$ cat src/hw/lpr_pkg.sv
/*
  lpr_pkg: shared constants for the link/phy access, interrupt summary and
  timer register bank. Assumes a 32-bit AHB-Lite slave at 250 MHz.
*/
package lpr_pkg;
  // ==========================================================
  // register map
  localparam logic [11:0] ADDR_PHY_ACCESS = 12'h014;
  localparam logic [11:0] ADDR_GLOBAL_CTRL = 12'h018;
  localparam logic [11:0] ADDR_TIMER = 12'h01c;
  localparam logic [31:0] RST_PHY_ACCESS = 32'h0000_0000;
  localparam logic [31:0] RST_GLOBAL_CTRL = 32'h0001_0000;
  localparam logic [31:0] RST_TIMER = 32'h0000_0000;
  // ==========================================================
  // field positions
  localparam int PA_RD_BIT = 31;
  localparam int PA_WR_BIT = 30;
  localparam int PA_ADDR_LSB = 24;
  localparam int PA_WDATA_LSB = 16;
  localparam int PA_RXADDR_LSB = 8;
  localparam int GC_EN_LSB = 8;
  localparam int GC_DIR_BIT = 16;
  localparam int GC_OE1_BIT = 17;
  localparam int GC_OE2_BIT = 18;
  localparam int TM_RUN_BIT = 31;
  localparam int TM_CONT_BIT = 30;
  localparam int TM_BRE_BIT = 29;
  localparam int TM_PRELOAD_W = 24;
  // ==========================================================
  // timing: one time unit is two base_clock_25 periods
  localparam int CLK_PERIOD_PS = 4000;
  localparam int TIME_UNIT_PS = 80140;
  // longest time rounds down, at least one cycle
  localparam int UNIT_CYCLES = (TIME_UNIT_PS / CLK_PERIOD_PS) < 1 ? 1 :
                               (TIME_UNIT_PS / CLK_PERIOD_PS);
  localparam int PHY_ZERO_ADDR = 0;
  typedef enum logic [1:0] {LPR_IDLE, LPR_WAIT_ACK} lpr_phy_state_t;
endpackage

$ cat src/hw/lpr_regs.sv
/*
  lpr_regs: AHB-Lite register bank with indirect phy register access,
  global interrupt summary and port control, and general purpose timer.
  Assumes single-word transfers and a phy interface on the same clock that
  takes one request per valid/ready handshake and returns read data as a
  one-cycle pulse. Module interrupt sources arrive as levels on hclk.
*/
// Decided for this implementation: the AHB-Lite interface to the registers.
`timescale 1ns/1ps
`default_nettype none
// ==========================================================
// Overview of operation
// - host sets read bit with address; device sends read, clears bit when sent
// - returned phy data and address are stored; read-received flag raised
// - host sets write bit with address, data; device sends write, clears bit
// - after self-id ends, device reads phy register zero by itself
// - four read-only bits show which module raises an interrupt
// - summary bits follow module status, need no acknowledge
// - module enable bits 8..11 gate each module onto external interrupt
// - active-low interrupt stays asserted while any enabled status is set
// - direction bit one: port one transmitter, inputs; port two opposite
// - per-port output enable drives pins; zero means high impedance
// - run bit starts and stops the timer unless bus-reset start mode
// - preload copied to hidden counter, decremented each 80.14 ns unit
// - counter at zero pulses timer_expired; no interrupt raised, timer_int_enable unused
// - continuous reloads and restarts; otherwise one cycle then stop
// - bus-reset mode starts on each bus reset, ignores run bit
// - further bus reset reloads timer; no interrupt before expiry
// - continuous timer keeps expiring regardless of flag acknowledge
module lpr_regs (
  input wire logic hclk,
  input wire logic hresetn,
  input wire logic hsel,
  input wire logic [11:0] haddr,
  input wire logic [1:0] htrans,
  input wire logic hwrite,
  input wire logic [2:0] hsize,
  input wire logic [31:0] hwdata,
  input wire logic hready,
  output logic [31:0] hrdata,
  output logic hreadyout,
  output logic hresp,
  // phy request and return channel
  output logic phy_req_valid,
  input wire logic phy_req_ready,
  output logic phy_req_write,
  output logic [3:0] phy_req_addr,
  output logic [7:0] phy_req_data,
  input wire logic phy_rx_valid,
  input wire logic [3:0] phy_rx_addr,
  input wire logic [7:0] phy_rx_data,
  // bus events from the link core
  input wire logic self_id_done,
  input wire logic bus_reset_start,
  // link/phy interrupt status register lives in the link core
  input wire logic linkphy_pending,
  input wire logic iso_rx_pending,
  input wire logic iso_tx_pending,
  input wire logic async_pending,
  input wire logic timer_int_enable,
  output logic phy_read_received_flag,
  output logic timer_expired,
  output logic host_int_n,
  output logic av_port_direction,
  output logic av_port_one_oe,
  output logic av_port_two_oe,
  output logic av_port_one_is_input,
  output logic av_port_two_is_input
);
  logic rd_req_q;
  logic wr_req_q;
  logic [3:0] tgt_addr_q;
  logic [7:0] wval_q;
  logic [3:0] ret_addr_q;
  logic [7:0] ret_val_q;
  logic auto_rd_q;
  logic [3:0] mod_en_q;
  logic dir_q;
  logic oe1_q;
  logic oe2_q;
  logic [31:0] tmr_q;
  logic [31:0] rdata_q;
  logic wr_pend_q;
  logic [11:0] wr_addr_q;
  logic [3:0] summary;
  logic wr_fire;
  logic req_fire;
  logic tmr_active;
  lpr_pkg::lpr_phy_state_t state_q;

  function automatic logic sel_reg(input logic [11:0] a,
                                   input logic [11:0] r);
    sel_reg = (a == r);
  endfunction

  // ==========================================================
  // AHB-Lite slave: zero wait states, always OKAY
  assign hreadyout = 1'b1;
  assign hresp = 1'b0;
  assign wr_fire = wr_pend_q;

  always_ff @(posedge hclk or negedge hresetn) begin
    if (!hresetn) begin
      wr_pend_q <= 1'b0;
      wr_addr_q <= 12'h000;
    end else begin
      wr_pend_q <= hsel && hready && htrans[1] && hwrite;
      if (hsel && hready && htrans[1]) begin
        wr_addr_q <= haddr;
      end
    end
  end

  always_ff @(posedge hclk or negedge hresetn) begin
    if (!hresetn) begin
      rdata_q <= 32'h0000_0000;
    end else if (hsel && hready && htrans[1] && !hwrite) begin
      if (sel_reg(haddr, lpr_pkg::ADDR_PHY_ACCESS)) begin
        rdata_q <= {rd_req_q, wr_req_q, 2'b00, tgt_addr_q, wval_q,
                    4'h0, ret_addr_q, ret_val_q};
      end else if (sel_reg(haddr, lpr_pkg::ADDR_GLOBAL_CTRL)) begin
        rdata_q <= {13'h0000, oe2_q, oe1_q, dir_q, 4'h0, mod_en_q,
                    4'h0, summary};
      end else if (sel_reg(haddr, lpr_pkg::ADDR_TIMER)) begin
        rdata_q <= tmr_q;
      end else begin
        rdata_q <= 32'h0000_0000;
      end
    end
  end
  assign hrdata = rdata_q;

  // ==========================================================
  // phy register access
  assign req_fire = phy_req_valid && phy_req_ready;

  always_ff @(posedge hclk or negedge hresetn) begin
    if (!hresetn) begin
      tgt_addr_q <= 4'h0;
      wval_q <= 8'h00;
    end else if (wr_fire && sel_reg(wr_addr_q, lpr_pkg::ADDR_PHY_ACCESS))
    begin
      tgt_addr_q <= hwdata[lpr_pkg::PA_ADDR_LSB +: 4];
      wval_q <= hwdata[lpr_pkg::PA_WDATA_LSB +: 8];
    end
  end

  // request bits clear once sent; a host set in the send cycle wins
  always_ff @(posedge hclk or negedge hresetn) begin
    if (!hresetn) begin
      rd_req_q <= 1'b0;
      wr_req_q <= 1'b0;
    end else if (wr_fire && sel_reg(wr_addr_q, lpr_pkg::ADDR_PHY_ACCESS))
    begin
      rd_req_q <= hwdata[lpr_pkg::PA_RD_BIT];
      wr_req_q <= hwdata[lpr_pkg::PA_WR_BIT];
    end else if (req_fire && state_q == lpr_pkg::LPR_IDLE && !auto_rd_q)
    begin
      if (phy_req_write) begin
        wr_req_q <= 1'b0;
      end else begin
        rd_req_q <= 1'b0;
      end
    end
  end

  // automatic read of phy register zero after self-id
  always_ff @(posedge hclk or negedge hresetn) begin
    if (!hresetn) begin
      auto_rd_q <= 1'b0;
    end else if (self_id_done) begin
      auto_rd_q <= 1'b1;
    end else if (req_fire && state_q == lpr_pkg::LPR_IDLE) begin
      auto_rd_q <= 1'b0;
    end
  end

  // the auto read takes priority; host commands wait behind it
  always_comb begin
    phy_req_valid = 1'b0;
    phy_req_write = 1'b0;
    phy_req_addr = tgt_addr_q;
    phy_req_data = wval_q;
    if (state_q == lpr_pkg::LPR_IDLE) begin
      if (auto_rd_q) begin
        phy_req_valid = 1'b1;
        phy_req_addr = 4'(lpr_pkg::PHY_ZERO_ADDR);
      end else if (wr_req_q) begin
        phy_req_valid = 1'b1;
        phy_req_write = 1'b1;
      end else if (rd_req_q) begin
        phy_req_valid = 1'b1;
      end
    end
  end

  // one cycle of guard so a cleared request bit is not re-sent
  always_ff @(posedge hclk or negedge hresetn) begin
    if (!hresetn) begin
      state_q <= lpr_pkg::LPR_IDLE;
    end else begin
      case (state_q)
        lpr_pkg::LPR_IDLE: begin
          if (req_fire) begin
            state_q <= lpr_pkg::LPR_WAIT_ACK;
          end
        end
        default: begin
          state_q <= lpr_pkg::LPR_IDLE;
        end
      endcase
    end
  end

  always_ff @(posedge hclk or negedge hresetn) begin
    if (!hresetn) begin
      ret_addr_q <= 4'h0;
      ret_val_q <= 8'h00;
      phy_read_received_flag <= 1'b0;
    end else begin
      phy_read_received_flag <= phy_rx_valid;
      if (phy_rx_valid) begin
        ret_addr_q <= phy_rx_addr;
        ret_val_q <= phy_rx_data;
      end
    end
  end

  // ==========================================================
  // global interrupt summary and av port control
  always_ff @(posedge hclk or negedge hresetn) begin
    if (!hresetn) begin
      mod_en_q <= 4'h0;
      dir_q <= lpr_pkg::RST_GLOBAL_CTRL[lpr_pkg::GC_DIR_BIT];
      oe1_q <= 1'b0;
      oe2_q <= 1'b0;
    end else if (wr_fire && sel_reg(wr_addr_q, lpr_pkg::ADDR_GLOBAL_CTRL))
    begin
      mod_en_q <= hwdata[lpr_pkg::GC_EN_LSB +: 4];
      dir_q <= hwdata[lpr_pkg::GC_DIR_BIT];
      oe1_q <= hwdata[lpr_pkg::GC_OE1_BIT];
      oe2_q <= hwdata[lpr_pkg::GC_OE2_BIT];
    end
  end

  // summary is a live view, so it clears with the module status
  assign summary = {async_pending, iso_tx_pending, iso_rx_pending,
                    linkphy_pending};
  assign host_int_n = !(|(summary & mod_en_q));
  assign av_port_direction = dir_q;
  assign av_port_one_is_input = dir_q;
  assign av_port_two_is_input = !dir_q;
  assign av_port_one_oe = oe1_q;
  assign av_port_two_oe = oe2_q;

  // ==========================================================
  // general purpose timer
  always_ff @(posedge hclk or negedge hresetn) begin
    if (!hresetn) begin
      tmr_q <= lpr_pkg::RST_TIMER;
    end else if (wr_fire && sel_reg(wr_addr_q, lpr_pkg::ADDR_TIMER)) begin
      tmr_q <= {hwdata[31:29], 5'h00, hwdata[23:0]};
    end
  end

  lpr_timer u_timer (
    .hclk(hclk),
    .hresetn(hresetn),
    .timer_run(tmr_q[lpr_pkg::TM_RUN_BIT]),
    .timer_continuous(tmr_q[lpr_pkg::TM_CONT_BIT]),
    .timer_bus_reset_start(tmr_q[lpr_pkg::TM_BRE_BIT]),
    .preload(tmr_q[lpr_pkg::TM_PRELOAD_W-1:0]),
    .bus_reset_start(bus_reset_start),
    .expired(timer_expired),
    .active(tmr_active)
  );

  // ==========================================================
  // checks
  property p_rd_sent;
    @(posedge hclk) disable iff (!hresetn)
    req_fire && !phy_req_write && !auto_rd_q && !wr_fire |=> !rd_req_q;
  endproperty
  a_rd_sent: assert property (p_rd_sent)
    else $error("read bit not cleared after send");
  property p_wr_sent;
    @(posedge hclk) disable iff (!hresetn)
    req_fire && phy_req_write && !wr_fire |=> !wr_req_q;
  endproperty
  a_wr_sent: assert property (p_wr_sent)
    else $error("write bit not cleared after send");
  property p_rx_store;
    @(posedge hclk) disable iff (!hresetn)
    phy_rx_valid |=> ret_val_q == $past(phy_rx_data) &&
      ret_addr_q == $past(phy_rx_addr) && phy_read_received_flag;
  endproperty
  a_rx_store: assert property (p_rx_store)
    else $error("returned phy data not captured");
  property p_auto_read;
    @(posedge hclk) disable iff (!hresetn)
    self_id_done |=> state_q == lpr_pkg::LPR_WAIT_ACK ||
      (phy_req_valid && !phy_req_write && phy_req_addr == 4'h0);
  endproperty
  a_auto_read: assert property (p_auto_read)
    else $error("no auto read of phy register zero");
  property p_int_line;
    @(posedge hclk) disable iff (!hresetn)
    host_int_n == !(|(summary & mod_en_q));
  endproperty
  a_int_line: assert property (p_int_line)
    else $error("interrupt line disagrees with enabled summary");
  property p_mask;
    @(posedge hclk) disable iff (!hresetn)
    mod_en_q == 4'h0 |-> host_int_n;
  endproperty
  a_mask: assert property (p_mask)
    else $error("interrupt driven with all modules masked");
  property p_ports;
    @(posedge hclk) disable iff (!hresetn)
    av_port_one_is_input == av_port_direction &&
      av_port_two_is_input == !av_port_direction;
  endproperty
  a_ports: assert property (p_ports)
    else $error("av ports not in opposite roles");
  property p_oe;
    @(posedge hclk) disable iff (!hresetn)
    wr_fire && sel_reg(wr_addr_q, lpr_pkg::ADDR_GLOBAL_CTRL) |=>
      av_port_one_oe == $past(hwdata[lpr_pkg::GC_OE1_BIT]) &&
      av_port_two_oe == $past(hwdata[lpr_pkg::GC_OE2_BIT]);
  endproperty
  a_oe: assert property (p_oe)
    else $error("port enables not updated");
  property p_gc_write;
    @(posedge hclk) disable iff (!hresetn)
    wr_fire && sel_reg(wr_addr_q, lpr_pkg::ADDR_GLOBAL_CTRL) |=>
      mod_en_q == $past(hwdata[lpr_pkg::GC_EN_LSB +: 4]) &&
      dir_q == $past(hwdata[lpr_pkg::GC_DIR_BIT]);
  endproperty
  a_gc_write: assert property (p_gc_write)
    else $error("module enables or direction not updated");
  property p_acc_write;
    @(posedge hclk) disable iff (!hresetn)
    wr_fire && sel_reg(wr_addr_q, lpr_pkg::ADDR_PHY_ACCESS) |=>
      tgt_addr_q == $past(hwdata[lpr_pkg::PA_ADDR_LSB +: 4]) &&
      wval_q == $past(hwdata[lpr_pkg::PA_WDATA_LSB +: 8]);
  endproperty
  a_acc_write: assert property (p_acc_write)
    else $error("phy target address or data not stored");
  property p_summary_read;
    @(posedge hclk) disable iff (!hresetn)
    hsel && hready && htrans[1] && !hwrite &&
      sel_reg(haddr, lpr_pkg::ADDR_GLOBAL_CTRL) |=>
      hrdata[3:0] == $past(summary);
  endproperty
  a_summary_read: assert property (p_summary_read)
    else $error("summary bits read back wrong");
  c_read: cover property (@(posedge hclk) disable iff (!hresetn)
    req_fire && !phy_req_write ##[1:50] phy_rx_valid);
  c_write: cover property (@(posedge hclk) disable iff (!hresetn)
    req_fire && phy_req_write);
  c_int: cover property (@(posedge hclk) disable iff (!hresetn)
    !host_int_n);
endmodule
`default_nettype wire

$ cat src/hw/lpr_timer.sv
/*
  lpr_timer: 24-bit reloadable down-counter with one-shot, continuous and
  bus-reset-start modes. Assumes bus_reset_start is a one-cycle pulse on
  hclk and that control bits are stable register outputs.
*/
`timescale 1ns/1ps
`default_nettype none
module lpr_timer (
  input wire logic hclk,
  input wire logic hresetn,
  input wire logic timer_run,
  input wire logic timer_continuous,
  input wire logic timer_bus_reset_start,
  input wire logic [23:0] preload,
  input wire logic bus_reset_start,
  output logic expired,
  output logic active
);
  localparam int UW = $clog2(lpr_pkg::UNIT_CYCLES + 1);
  logic [23:0] count_q;
  logic [UW-1:0] unit_q;
  logic running_q;
  logic run_prev_q;
  logic start;
  logic stop;
  logic tick;
  logic hit_zero;

  // ==========================================================
  // start and stop decisions
  always_comb begin
    if (timer_bus_reset_start) begin
      start = bus_reset_start;
      stop = 1'b0;
    end else begin
      start = timer_run && !run_prev_q;
      stop = !timer_run;
    end
  end

  assign tick = running_q && (unit_q == UW'(lpr_pkg::UNIT_CYCLES - 1));
  assign hit_zero = tick && (count_q <= 24'h00_0001);

  always_ff @(posedge hclk or negedge hresetn) begin
    if (!hresetn) begin
      run_prev_q <= 1'b0;
    end else begin
      run_prev_q <= timer_run;
    end
  end

  always_ff @(posedge hclk or negedge hresetn) begin
    if (!hresetn) begin
      running_q <= 1'b0;
      count_q <= 24'h00_0000;
      unit_q <= '0;
    end else if (start) begin
      running_q <= 1'b1;
      count_q <= preload;
      unit_q <= '0;
    end else if (stop) begin
      running_q <= 1'b0;
    end else if (running_q) begin
      unit_q <= tick ? '0 : unit_q + UW'(1);
      if (hit_zero) begin
        // reload regardless of flag acknowledge
        count_q <= preload;
        running_q <= timer_continuous;
      end else if (tick) begin
        count_q <= count_q - 24'h00_0001;
      end
    end
  end

  assign expired = running_q && hit_zero && !start && !stop;
  assign active = running_q;

  // ==========================================================
  // checks
  property p_no_early_expire;
    @(posedge hclk) disable iff (!hresetn)
    start |=> !expired;
  endproperty
  a_no_early_expire: assert property (p_no_early_expire)
    else $error("timer expired right after a start");
  property p_oneshot_stops;
    @(posedge hclk) disable iff (!hresetn)
    expired && !timer_continuous |=> !running_q || start;
  endproperty
  a_oneshot_stops: assert property (p_oneshot_stops)
    else $error("one-shot timer kept running");
  property p_cont_keeps;
    @(posedge hclk) disable iff (!hresetn)
    expired && timer_continuous && !stop |=> running_q;
  endproperty
  a_cont_keeps: assert property (p_cont_keeps)
    else $error("continuous timer stopped");
  property p_cont_reload;
    @(posedge hclk) disable iff (!hresetn)
    expired && timer_continuous |=> count_q == $past(preload);
  endproperty
  a_cont_reload: assert property (p_cont_reload)
    else $error("continuous timer did not reload");
  property p_run_start;
    @(posedge hclk) disable iff (!hresetn)
    !timer_bus_reset_start && timer_run && !run_prev_q |=>
      running_q && count_q == $past(preload);
  endproperty
  a_run_start: assert property (p_run_start)
    else $error("run bit did not start the timer");
  property p_run_stop;
    @(posedge hclk) disable iff (!hresetn)
    !timer_bus_reset_start && !timer_run |=> !running_q;
  endproperty
  a_run_stop: assert property (p_run_stop)
    else $error("cleared run bit did not stop the timer");
  property p_stays_idle;
    @(posedge hclk) disable iff (!hresetn)
    !running_q && !start |=> !running_q;
  endproperty
  a_stays_idle: assert property (p_stays_idle)
    else $error("timer started by itself");
  property p_brs_restart;
    @(posedge hclk) disable iff (!hresetn)
    timer_bus_reset_start && bus_reset_start |=>
      running_q && count_q == $past(preload);
  endproperty
  a_brs_restart: assert property (p_brs_restart)
    else $error("bus reset did not reload the timer");
  property p_brs_ignores_run;
    @(posedge hclk) disable iff (!hresetn)
    timer_bus_reset_start && !bus_reset_start && !running_q |=>
      !running_q;
  endproperty
  a_brs_ignores_run: assert property (p_brs_ignores_run)
    else $error("timer started without a bus reset");
  property p_count_step;
    @(posedge hclk) disable iff (!hresetn)
    tick && !hit_zero && !start && !stop |=>
      count_q == $past(count_q) - 24'h00_0001;
  endproperty
  a_count_step: assert property (p_count_step)
    else $error("counter did not step down by one");
  property p_unit_step;
    @(posedge hclk) disable iff (!hresetn)
    running_q && !tick && !start && !stop |=>
      unit_q == $past(unit_q) + UW'(1);
  endproperty
  a_unit_step: assert property (p_unit_step)
    else $error("time unit prescaler did not advance");
  c_expire: cover property (@(posedge hclk) disable iff (!hresetn) expired);
endmodule
`default_nettype wire

$ cat config.mk
export PLATFORM = sky130hd
export DESIGN_NAME = lpr_regs
export DESIGN_NICKNAME = d
export VERILOG_FILES = /design/src/hw/lpr_pkg.sv /design/src/hw/lpr_regs.sv /design/src/hw/lpr_timer.sv
export SDC_FILE = /design/constraint.sdc
export NUM_CORES = 1
export LEC_CHECK = 0
export ABC_CLOCK_PERIOD_IN_PS = 4000
export BUFFER_PORTS_ARGS = -buffer_cell sky130_fd_sc_hd__buf_2
export CAP_MARGIN = 20
export CORE_MARGIN = 2
export CORE_UTILIZATION = 55
export DETAILED_ROUTE_END_ITERATION = 7
export MAX_ROUTING_LAYER = met4
export PLACE_DENSITY = 0.8
export SETUP_SLACK_MARGIN = 0.15
export SLEW_MARGIN = 40
export SYNTH_ARGS = -nofsm -noshare
export SYNTH_HDL_FRONTEND = slang
export SYNTH_SLANG_ARGS = --single-unit
$ cat constraint.sdc
create_clock -name hclk -period 4 [get_ports hclk]
set_input_delay 0 -clock hclk [delete_from_list [all_inputs] [get_ports hclk]]
set_output_delay 0 -clock hclk [all_outputs]
set_load 0.01 [all_outputs]
==> flow_metrics.tcl <==
set metrics [dict create \
    m1WireLength_mm 7.37 \
    fillerInstances 722 \
    synth_top_area_share_pct 53.3 \
    dieWidth_um 112 \
    run_status "finished clean" \
    crit_path_max_incr_delay_ns 0.45 \
    fin_nets 839 \
    timing.rr.start "u_timer.count_q[11]" \
    die_h_um 112 \
    clkTransAtPathRegs_ns 0.06 \
    synthDistinctLibCells 62 \
    setup_viol_count_final 0 \
    area.growth.synth_to_final_pct 30.5 \
    routed-wl-met2_mm 9.47 \
    critPathLaunchType "register" \
    gp_routability_congestion 0.929 \
    coreArea_um2 11400 \
    placement.io_buffers 121 \
    synthDominantAreaCellType "sky130_fd_sc_hd__dfrtp_1" \
    final.min_clock_period_ns 2.74 \
    final-instance-count-excl-fill 916 \
    synth_enable_flop_cells 0 \
    drtAntennaViolNets 0 \
    cts_post_setup_buffers_inserted 0 \
    number_of_iterations_in_the_first_detailed_routing_pass 5 \
    p_leak_nw 3.92 \
    num_rows 39 \
    clk_root_buffer_cell "sky130_fd_sc_hd__clkbuf_16" \
    rr_worst_depth 7 \
    routed.top_layer "met4" \
    ys_seq_area_share_pct 53.7 \
    critical_path.max_fanout 20 \
    antennaDiodeCount 0 \
    remaining_drc_errors 0 \
    post-synth-top-count-cell "sky130_fd_sc_hd__dfrtp_1" \
    tritoncts "yes" \
    grt_setup_unrepaired "no" \
    cts.repair.resized 0 \
    ys_async_sr_fraction_pct 100 \
    start_util_pct 56.3 \
    drive_above_1_share_pct 31.0 \
    clockBufferDepth 2 \
    grt_start_max_net_pins 107 \
    ys_ff_latch 138 \
    drt_iter0_drc 361 \
    most_instantiated_flip_flop_cell_in_the_synthesis_netlist "sky130_fd_sc_hd__dfrtp_1" \
    wl_met3_um 901 \
    hold_path.class "input pin to async pin" \
    crit_arrival_ns 3.04 \
    cts-buffers-inserted 17 \
    placed_area_um2 7130 \
    timing.setup.critical_path_class "register to register" \
    dr_vias_cell 6.09 \
    max-vdd-ir-drop_uv 379 \
    insertion_delay_ns 0.42 \
    fin_worst_skew_ns 0.00674 \
    post_synth_instance_area_um2 6430 \
    design.die.area_um2 12600 \
    slew_violations 0 \
    synth_area_per_cell_um2 11.0 \
    grt_overflow 0 \
    worst_setup_path_end_kind "register" \
    final_cell_area_um2 8390 \
    cap_viol_max_count 0 \
    fin_crit_sh_pct 68.4 \
    numPlacedInstances 820 \
    cp.buffers_inverters 1 \
    syn_warnings 0 \
    final_routed_wirelength_mm 18.1 \
    via_count_of_the_first_global_routing_pass 5759 \
    cellPowerDensity_nw_per_um2 451 \
    floorplan.io_pins 131 \
    wire_length_of_the_first_global_routing_pass_mm 29.2 \
    routedWlPerCell_um 19.8 \
    post_synth_main_area_contributors "sky130_fd_sc_hd__dfrtp_1 53%, sky130_fd_sc_hd__mux2_2 12%, sky130_fd_sc_hd__nand2_1 3.9%" \
    clkSinkCount 138 \
    fin_tns_setup_ns 0 \
    fmax_mhz 365 \
    r2r_end "u_timer.count_q[9]" \
    finalPower_mw 3.78 \
    timing_worst_slew_pin_value_ns 0.787 \
    final_hold_viol_count 0 \
    synthCells 583 \
    dp_hpwl_mm 10.8 \
    clock_tree.htree_level_count 4 \
    critical_path.slowest_cell "sky130_fd_sc_hd__or3_4" \
    detailroute.via_count 5577 \
    antenna_found_initial 0 \
    crit_path_cell_trace "or3_4 > nor4_4 > nand4_4 > nand2_1 > buf_4 > o21ai_1 > a221o_1" \
    data_required_critical_path_ns 4.30 \
    track_usage_pct 30.5 \
    synth_top_cells_by_count "137 x sky130_fd_sc_hd__dfrtp_1, 68 x sky130_fd_sc_hd__mux2_2, 67 x sky130_fd_sc_hd__nand2_1" \
    worst_path_dominant_cell_family "simple AND/OR/NAND/NOR gates" \
    reg2reg_slack_ns 1.26 \
    slew_headroom_pct 47.5 \
]
cell type report:
class / count / area, um2 / area share (%)
tap: 143 / 179 / 2.13
clock buffer: 23 / 478 / 5.70
timing repair buffer: 196 / 1360 / 16.2
clock inverter: 8 / 118 / 1.40
sequential: 138 / 3450 / 41.2
inverter: 11 / 41.3 / 0.492
multi-input combinational: 397 / 2760 / 32.9
cell families (layout without fill, tap and decap cells):
family          Yosys count  count (layout)  share of synthesized area [%]
simple gates            202             202                           16.0
flops                   138             138                           53.7
compound gates          100             100                           10.9
mux                      86              86                           14.7
buf+inv                  49             238                           3.54
fa+ha+maj                 3               3                          0.584
xor+xnor                  3               3                          0.409
other cells               2               3                          0.117
layout by cell type, fill, tap and decap left out, types with 4 or more instances in the layout:
cell type | netlist | final
sky130_fd_sc_hd__dfrtp_1 | 137 | 137
sky130_fd_sc_hd__buf_2 | 4 | 120
sky130_fd_sc_hd__mux2_2 | 68 | 68
sky130_fd_sc_hd__nand2_1 | 67 | 67
sky130_fd_sc_hd__dlygate4sd3_1 | 0 | 64
sky130_fd_sc_hd__nand3_1 | 31 | 31
sky130_fd_sc_hd__nor2_1 | 31 | 30
sky130_fd_sc_hd__a21oi_1 | 22 | 21
sky130_fd_sc_hd__o21ai_0 | 20 | 20
sky130_fd_sc_hd__mux2i_1 | 18 | 18
sky130_fd_sc_hd__clkbuf_16 | 0 | 17
sky130_fd_sc_hd__nor3_1 | 16 | 16
sky130_fd_sc_hd__nor4_1 | 14 | 14
sky130_fd_sc_hd__o31ai_1 | 12 | 12
sky130_fd_sc_hd__inv_1 | 11 | 11
sky130_fd_sc_hd__a221oi_1 | 10 | 10
sky130_fd_sc_hd__buf_4 | 4 | 10
sky130_fd_sc_hd__or3_1 | 7 | 7
sky130_fd_sc_hd__and2_1 | 6 | 5
sky130_fd_sc_hd__and3_1 | 5 | 5
sky130_fd_sc_hd__a311o_1 | 5 | 5
sky130_fd_sc_hd__a2bb2oi_1 | 5 | 5
sky130_fd_sc_hd__o311ai_0 | 4 | 4
sky130_fd_sc_hd__clkinv_2 | 0 | 4
how the worst max path moves through the flow:
stage | depth (start not counted) | endpoint | start | slack [ns]
floorplan | 9 | u_timer.count_q[20] | u_timer.count_q[0] | 1.71
global placement | 7 | u_timer.count_q[9] | u_timer.count_q[11] | 1.39
detailed placement | 7 | u_timer.count_q[9] | u_timer.count_q[11] | 1.30
CTS | 7 | u_timer.count_q[9] | u_timer.count_q[11] | 1.29
global route | 7 | u_timer.count_q[9] | u_timer.count_q[11] | 1.08
finish | 7 | u_timer.count_q[9] | u_timer.count_q[11] | 1.26
metal layers:
metal	GRT usage [%]	vias up
met5	-	-
met4	10.5	0
met3	5.72	40
met2	52.2	232
met1	36.5	2817
li1	-	2488
report_power, final:
group	leakage (nW)	internal (mW)	switching [mW]
registers	1.69	1.54	0.156
logic	1.93	0.239	0.244
clock network	0.293	1.02	0.583
metrics by stage:
stage	util [%]	setup slack (ns)	hold WS, ns
finish	73.5	1.26	0.0229
global route	73.5	1.08	0.0538
CTS	73.3	1.29	0.0525
detailed placement	62.4	1.30	0.109
global placement	62.3	1.39	0.171
floorplan	-	1.71	-0.296
flip-flops by register name, indices dropped and copies added (netlist names):
signal / flops
auto_rd_q: 1
av_port_direction: 1
av_port_one_oe: 1
av_port_two_oe: 1
hrdata: 31
mod_en_q: 4
phy_read_received_flag: 1
phy_req_data: 8
rd_req_q: 1
ret_addr_q: 4
ret_val_q: 8
state_q: 1
tgt_addr_q: 4
tmr_q: 27
u_timer.active: 1
u_timer.count_q: 24
u_timer.run_prev_q: 1
u_timer.unit_q: 5
wr_addr_q: 12
wr_fire: 1
wr_req_q: 1
what timing repair did:
item,CTS,global route
hold endpoints to repair,184,0
setup endpoints to repair,0,0
hold buffers,64,0
(Power assumes the default switching activity.)
